<file path="config.mk">
export PLATFORM = sky130hd
export DESIGN_NAME = fwg_regs
export DESIGN_NICKNAME = d
export VERILOG_FILES = /design/src/fwg_pkg.sv /design/src/fwg_scan_timer.sv /design/src/fwg_regs.sv
export SDC_FILE = /design/constraint.sdc
export NUM_CORES = 1
export LEC_CHECK = 0
export BUFFER_PORTS_ARGS = -buffer_cell sky130_fd_sc_hd__clkbuf_2
export CORE_MARGIN = 4
export CORE_UTILIZATION = 30
export CTS_CLUSTER_SIZE = 28
export DETAILED_ROUTE_END_ITERATION = 10
export GPL_ROUTABILITY_DRIVEN = 0
export SETUP_SLACK_MARGIN = 0.2
export SYNTH_ARGS = -nofsm -noshare
export SYNTH_HDL_FRONTEND = slang
export SYNTH_SLANG_ARGS = --single-unit
</file>
<file path="constraint.sdc">
create_clock -name mclk -period 2.6 [get_ports mclk]
set_input_delay 0.13 -clock mclk [delete_from_list [all_inputs] [get_ports mclk]]
set_output_delay 0.13 -clock mclk [all_outputs]
set_load 0.03 [all_outputs]
</file>
<file path="src/fwg_pkg.sv">
package fwg_pkg;
	localparam logic [7:0] FWG_ADDR_DISCH = 8'h05;
	localparam logic [7:0] FWG_ADDR_CHARGE = 8'h06;
	localparam logic [7:0] FWG_ADDR_FEATURE = 8'h07;
	localparam logic [7:0] FWG_ADDR_GUARD = 8'h08;
	localparam logic [7:0] FWG_RESET_VAL = 8'h00;
	localparam logic [7:0] FWG_GUARD_MASK = 8'hf8;
	localparam int FWG_BIT_ATS_OFF = 7;
	localparam int FWG_BIT_REG_DIS = 6;
	localparam int FWG_BIT_SENS_ON = 5;
	localparam int FWG_BIT_XTSD_DIS = 4;
	localparam int FWG_BIT_ITSD_DIS = 3;
	localparam int FWG_BIT_FRST = 2;
	localparam int FWG_BIT_WAKE_DIS = 1;
	localparam int FWG_BIT_WAKE_POL = 0;
	localparam int FWG_BIT_FEAT_UNL = 7;
	localparam int FWG_BIT_CHG_UNL = 6;
	localparam int FWG_BIT_DIS_UNL = 5;
	localparam int FWG_CLK_MHZ = 100;
	localparam int FWG_SCAN_ON_MS = 5;
	localparam int FWG_SCAN_PERIOD_MS = 640;
	localparam int FWG_SCAN_ON_CYC = FWG_SCAN_ON_MS * FWG_CLK_MHZ * 1000;
	localparam int FWG_SCAN_PERIOD_CYC = FWG_SCAN_PERIOD_MS * FWG_CLK_MHZ * 1000;

	typedef struct packed {
		logic wr;
		logic rd;
		logic [7:0] addr;
		logic [7:0] wdata;
	} fwg_req_t;

	typedef struct packed {
		logic auto_temp_scan_off;
		logic regulator_disable;
		logic sensor_supply_keep_on;
		logic ext_thermal_shutdown_disable;
		logic int_thermal_shutdown_disable;
		logic forced_reset_bit;
		logic wake_pin_disable;
		logic wake_polarity;
	} fwg_feat_t;
endpackage

</file>
<file path="src/fwg_scan_timer.sv">
`timescale 1ns/1ns
module fwg_scan_timer
	import fwg_pkg::*;
#(
	parameter int PERIOD_CYC = FWG_SCAN_PERIOD_CYC,
	parameter int ON_CYC = FWG_SCAN_ON_CYC
) (
	input wire logic mclk,
	input wire logic arst_n,
	input wire logic ce,
	input wire logic clr,
	input wire logic enable,
	output logic scan_on_ff
);
	logic [31:0] cnt_ff;
	logic [31:0] nxt_cnt;

	always_comb begin
		nxt_cnt = cnt_ff + 32'h1;
		if (cnt_ff == 32'(PERIOD_CYC - 1)) begin
			nxt_cnt = 32'h0;
		end
	end

	always_ff @(posedge mclk or negedge arst_n) begin
		if (!arst_n) begin
			cnt_ff <= 32'h0;
			scan_on_ff <= 1'b0;
		end else if (ce) begin
			if (clr || !enable) begin
				cnt_ff <= 32'h0;
				scan_on_ff <= 1'b0;
			end else begin
				cnt_ff <= nxt_cnt;
				scan_on_ff <= (nxt_cnt < 32'(ON_CYC));
			end
		end
	end
endmodule

</file>
<file path="src/fwg_regs.sv">
`timescale 1ns/1ns
// Operation
// - Scan bit 0 powers external sensing 5ms per 640ms; 1 suppresses it.
// - Regulator disable bit switches off the internal regulator.
// - Keep-on bit holds sensor supply on regardless of scan timing.
// - External thermal shutdown disable blocks automatic transistor turn-off.
// - Internal thermal shutdown disable blocks automatic transistor turn-off.
// - Forced reset bit clears the feature and guard registers to zero.
// - Wake pin disable ignores wake pin; only serial access re-enables.
// - Wake polarity 1 wakes on rising edge, 0 on falling.
// - Feature register writes only take effect while feature unlock is 1.
// - Charge register writes only take effect while charge unlock is 1.
// - Discharge register writes only take effect while discharge unlock is 1.
// - All unlock bits are 0 after power-up.
// - Guard bits 4 and 3 are retained user flags.
// - Guard bits 2 to 0 are reserved, read zero.
module fwg_regs
	import fwg_pkg::*;
#(
	parameter int PERIOD_CYC = FWG_SCAN_PERIOD_CYC,
	parameter int ON_CYC = FWG_SCAN_ON_CYC
) (
	input wire logic mclk,
	input wire logic arst_n,
	input wire logic ce,
	input wire fwg_req_t req,
	input wire logic wake_pin,
	input wire logic ext_over_temp,
	input wire logic int_over_temp,
	input wire logic asleep,
	output logic [7:0] rdata_ff,
	output fwg_feat_t feat_ff,
	output logic [7:0] guard_ff,
	output logic charge_wr_ok_ff,
	output logic disch_wr_ok_ff,
	output logic regulator_on_ff,
	output logic sensor_supply_ff,
	output logic fet_shutdown_ff,
	output logic wake_event_ff
);
	logic scan_on_ff;
	logic wake_prev_ff;
	logic frst;
	logic feat_wr;
	logic guard_wr;
	logic wake_edge;
	logic [31:0] on_run_ff;

	assign frst = feat_ff.forced_reset_bit;
	assign feat_wr = req.wr && req.addr == FWG_ADDR_FEATURE && guard_ff[FWG_BIT_FEAT_UNL];
	assign guard_wr = req.wr && req.addr == FWG_ADDR_GUARD;
	assign wake_edge = feat_ff.wake_polarity ? (wake_pin && !wake_prev_ff)
		: (!wake_pin && wake_prev_ff);

	////////////////////////////////////////////////////////////////////////////////
	// Register writes
	always_ff @(posedge mclk or negedge arst_n) begin
		if (!arst_n) begin
			feat_ff <= fwg_feat_t'(FWG_RESET_VAL);
			guard_ff <= FWG_RESET_VAL;
		end else if (ce) begin
			if (frst) begin
				feat_ff <= fwg_feat_t'(FWG_RESET_VAL);
				guard_ff <= FWG_RESET_VAL;
			end else begin
				if (feat_wr) begin
					feat_ff <= fwg_feat_t'(req.wdata);
				end
				if (guard_wr) begin
					guard_ff <= req.wdata & FWG_GUARD_MASK;
				end
			end
		end
	end

	always_ff @(posedge mclk or negedge arst_n) begin
		if (!arst_n) begin
			charge_wr_ok_ff <= 1'b0;
			disch_wr_ok_ff <= 1'b0;
		end else if (ce) begin
			charge_wr_ok_ff <= !frst && req.wr && req.addr == FWG_ADDR_CHARGE
				&& guard_ff[FWG_BIT_CHG_UNL];
			disch_wr_ok_ff <= !frst && req.wr && req.addr == FWG_ADDR_DISCH
				&& guard_ff[FWG_BIT_DIS_UNL];
		end
	end

	always_ff @(posedge mclk or negedge arst_n) begin
		if (!arst_n) begin
			rdata_ff <= FWG_RESET_VAL;
		end else if (ce) begin
			if (req.rd && req.addr == FWG_ADDR_FEATURE) begin
				rdata_ff <= feat_ff;
			end else if (req.rd && req.addr == FWG_ADDR_GUARD) begin
				rdata_ff <= guard_ff;
			end else if (req.rd) begin
				rdata_ff <= FWG_RESET_VAL;
			end
		end
	end

	////////////////////////////////////////////////////////////////////////////////
	// Controlled functions
	fwg_scan_timer #(.PERIOD_CYC(PERIOD_CYC), .ON_CYC(ON_CYC)) u_scan (
		.mclk(mclk),
		.arst_n(arst_n),
		.ce(ce),
		.clr(frst),
		.enable(!feat_ff.auto_temp_scan_off),
		.scan_on_ff(scan_on_ff)
	);

	always_ff @(posedge mclk or negedge arst_n) begin
		if (!arst_n) begin
			regulator_on_ff <= 1'b1;
			sensor_supply_ff <= 1'b0;
			fet_shutdown_ff <= 1'b0;
		end else if (ce) begin
			regulator_on_ff <= !feat_ff.regulator_disable;
			sensor_supply_ff <= feat_ff.sensor_supply_keep_on || scan_on_ff;
			fet_shutdown_ff <= (ext_over_temp && !feat_ff.ext_thermal_shutdown_disable)
				|| (int_over_temp && !feat_ff.int_thermal_shutdown_disable);
		end
	end

	always_ff @(posedge mclk or negedge arst_n) begin
		if (!arst_n) begin
			wake_prev_ff <= 1'b0;
			wake_event_ff <= 1'b0;
		end else if (ce) begin
			wake_prev_ff <= wake_pin;
			wake_event_ff <= asleep && wake_edge && !feat_ff.wake_pin_disable;
		end
	end

	////////////////////////////////////////////////////////////////////////////////
	// Length of the current scan window, watched by the checks
	always_ff @(posedge mclk or negedge arst_n) begin
		if (!arst_n) begin
			on_run_ff <= 32'h0;
		end else if (ce) begin
			if (scan_on_ff) begin
				on_run_ff <= on_run_ff + 32'h1;
			end else begin
				on_run_ff <= 32'h0;
			end
		end
	end
endmodule

</file>
==> summary.md <==
| Metric | Value |
|---|---|
| Commonest cells after routing, fill and taps aside | `sky130_fd_sc_hd__dfrtp_1 (59), sky130_fd_sc_hd__nand2_1 (54), sky130_fd_sc_hd__clkbuf_2 (51), sky130_fd_sc_hd__o21ai_0 (42), sky130_fd_sc_hd__buf_4 (42)` |
| Maximum number of pins on one net before global-route repair | `34` |
| Leakage | `between 1.5 and 2 nW` |
| Clock insertion delay at the later pin of the skew report | `around 0.32 ns` |
| Overall die area | `~0.014 mm^2` |
| Flops & latches, synth | `between 60 and 70` |
| Count of pins over their slew limit | `0` |
| Setup tns final | `0 ns` |
| Avg WL per Cell | `around 16 um` |
| Antenna violations before repair | `0` |
| Startpoint Class | `flop` |
| Number of vias per cell | `between 5 and 6` |
| Internal portion of total power | `~0.0019 W` |
| Worst setup skew after layout | `between 0.007 and 0.008 ns` |
| Switching power as a share of total power | `0.2731` |
| Total clock sinks | `61` |
| Area growth from synthesis to layout | `27.76%` |
| Critical Path RT | `2.80 ns` |
| Antenna diode count | `0` |
| Unrepaired setup endpoints after global routing | `yes` |
| Sequential share of the synthesized area | `0.4253` |
| CP Capture Type | `flop` |
| Final-report setup violation count | `0` |
| Total of max-cap violations | `0` |
| Leading cell types by total area after synthesis | `sky130_fd_sc_hd__dfrtp_1 (42%), sky130_fd_sc_hd__o21ai_0 (5.9%), sky130_fd_sc_hd__nand2_1 (5.7%)` |
| Slew @ Worst Pin | `approximately 0.83 ns` |
| Leading area contributor after synthesis | `sky130_fd_sc_hd__dfrtp_1` |
| Fin crit period | `around 2.5 ns` |
| Leading cell type in the layout, fill and taps excluded | `sky130_fd_sc_hd__dfrtp_1` |
| Ys Warns | `0` |
| P_sw | `approximately 0.00072 W` |
| Vert. Die Dim | `between 100 and 150 um` |
| First-pass GRT wire length | `about 17,000 um` |
| Post-synth EDFFs | `0` |
| Floorplan row count | `39` |
| Combined global-route utilization of all metal layers | `0.1429` |
| I/O pin cnt | `55` |
| Worst max-slew margin expressed relative to the limit | `0.4467` |
| # port buffers | `between 50 and 60` |
| Final net count | `between 500 and 600` |
| Clock-pin slew on the worst setup and hold paths | `0.06 ns` |
| DRC marker count from the first detailed-route iteration | `between 200 and 250` |
| Fraction of layout instances using a drive strength above 1 | `0.2919` |
| Peak Freq | `397.5 MHz` |
| Synthesized netlist cell count | `about 400` |
| Residual DRC count | `0` |
| Crit path max fanout | `6` |
| Share of the core filled with cells in the final layout | `0.3968` |
| DRT Pass-1 Iters | `4` |
| Share of power burned in the clock network | `0.452` |
| Proportion of register bits with asynchronous set or reset after synthesis | `1.000` |
| Buffer levels on the longest clock path | `2` |
| Library cells used by synthesis | `60` |
| Core area | `approximately 0.012 mm^2` |
| Vias in the first global route | `around 3,300` |
| Top_reg_cell synth | `sky130_fd_sc_hd__dfrtp_1` |
| Count of nets left with antenna violations after detail routing | `0` |
| Final hold violation count | `0` |
| Synthesized area divided by synthesized cell count | `just under 9 um^2` |
| Via count | `approximately 3,400` |
| Root buffer cell | `sky130_fd_sc_hd__clkbuf_16` |
| Type of the worst setup path | `flop to flop` |
| Starting density of the core | `0.3106` |
| Power share of the sequential group | `0.405` |
| Run status | `finished clean` |
| Number of buffers created by CTS | `9` |
| TritonCTS clock tree | `built` |
| Logic gate share of total power | `0.144` |
| Synth top area share | `0.4180` |
| Hold Path Class | `primary input to flop` |
| Placed wire-length estimate after detailed placement | `7182 um` |
| Total power per unit cell area | `about 570 mW/mm^2` |
| H-tree depth | `3` |
| Period Utilization, post-route | `0.9677` |
| Synth Cell Area | `roughly 0.0036 mm^2` |
| Worst supply voltage drop on vdd | `between 0.2 and 0.3 mV` |
| Critical Path AT | `roughly 2.7 ns` |
| Wire length after detailed routing | `just under 10,000 um` |
| Chip width | `~120 um` |
| Total congestion overflow after global routing | `0` |
[path summary, 6_finish.rpt]
path,cells past startpoint,slack [ns],to,start
max in group asynchronous,3,1.38,u_scan.cnt_ff[2],arst_n
hold / removal,2,0.02,feat_ff[1],req[1]
hold reg to reg,2,0.48,rdata_ff[5],rdata_ff[5]
setup / recovery,7,0.08,u_scan.scan_on_ff,u_scan.cnt_ff[0]
min in group asynchronous,2,0.45,rdata_ff[4],arst_n
setup reg to reg,7,0.08,u_scan.scan_on_ff,u_scan.cnt_ff[0]
[layer usage]
metal  share of wire  vias up  global-route usage
met4           0.017        0             0.04106
met5               0        -                   0
met2            0.46      107              0.2330
met1            0.46     1619              0.1857
met3           0.062       13             0.04042
li1                -     1636                   -
[sequential cells by signal, indices dropped and copies added (netlist names)]
register and flops:
guard_ff 5, frst 1, sensor_supply_ff 1, fet_shutdown_ff 1, feat_ff 7, charge_wr_ok_ff 1
wake_event_ff 1, u_scan.cnt_ff 32, wake_prev_ff 1, disch_wr_ok_ff 1, regulator_on_ff 1, u_scan.scan_on_ff 1
rdata_ff 8
[worst max-delay path: stages, from the launching register on]
cell	delay, ns
sky130_fd_sc_hd__dfrtp_1	0.43
sky130_fd_sc_hd__nand2_2	0.10
sky130_fd_sc_hd__or4_4	0.59
sky130_fd_sc_hd__or4_4	0.46
sky130_fd_sc_hd__or4_4	0.43
sky130_fd_sc_hd__o211ai_1	0.16
sky130_fd_sc_hd__o31ai_4	0.10
sky130_fd_sc_hd__o41a_2	0.12
[synthesized netlist by cell type, drive strengths merged (4+ instances only)]
library cell  count
dfrtp            60
nand2            55
o21ai            44
nor2             24
buf              17
clkbuf           17
inv              12
nand3            11
o31ai            11
o41ai            11
a21oi            10
nand4            10
a22o              9
and3              8
nor3              8
or4               8
xnor2             8
nor4              7
o2bb2ai           7
nand2b            6
or3               6
xor2              6
a22oi             5
and2              4
o211ai            4
[layout make-up]
class / count / area (um^2)
inverter: 12 / 45.04
multi-input combinational: 299 / 1952
clock buffer: 10 / 229.0
tap: 143 / 178.9
timing repair buffer: 95 / 591.8
sequential: 61 / 1529
clock inverter: 6 / 63.81
fill: 1139 / 6975
[power groups by stage]
stage / clock, W / combinational (W) / sequential, W
CTS: 0.00121 / 0.000354 / 0.00106
global route: 0.00125 / 0.000418 / 0.00107
floorplan: 0 / 0.000155 / 0.00110
global placement: 0 / 0.000289 / 0.00108
detailed placement: 0 / 0.000297 / 0.00109
finish: 0.00119 / 0.000377 / 0.00106
[logic make-up after synthesis]
logic type,synth area share
other,0.001044
xor gates and xnor gates,0.03414
and+or+nand+nor,0.2313
muxes,0.008708
DFF,0.4253
buffers and inverters,0.06757
AOI/OAI and AO/OA,0.2285
adders and majority gates,0.003483
[stage by stage]
stage | power [W] | setup slack (ns) | hold slack [ns] | std cells | instance area (um^2)
floorplan | 0.001259 | 0.1442 | -0.1656 | 406 | 3651
global placement | 0.001371 | 0.1387 | 0.2671 | 598 | 4119
detailed placement | 0.001384 | 0.04436 | 0.2752 | 598 | 4119
CTS | 0.002616 | 0.1250 | 0.01434 | 621 | 4489
global route | 0.002734 | 0.02756 | 0.03044 | 626 | 4589
finish | 0.002624 | 0.08396 | 0.01866 | 626 | 4589
[repair_timing]
item	4_1_cts	5_1_grt
hold endpoints to repair	31	0
setup buffers	6	5
hold buffers	1	0
gates resized for setup	6	11
pin swaps	5	3
endpoints found under the setup margin	4	14
Note: power is estimated with default switching activity, not from simulation.
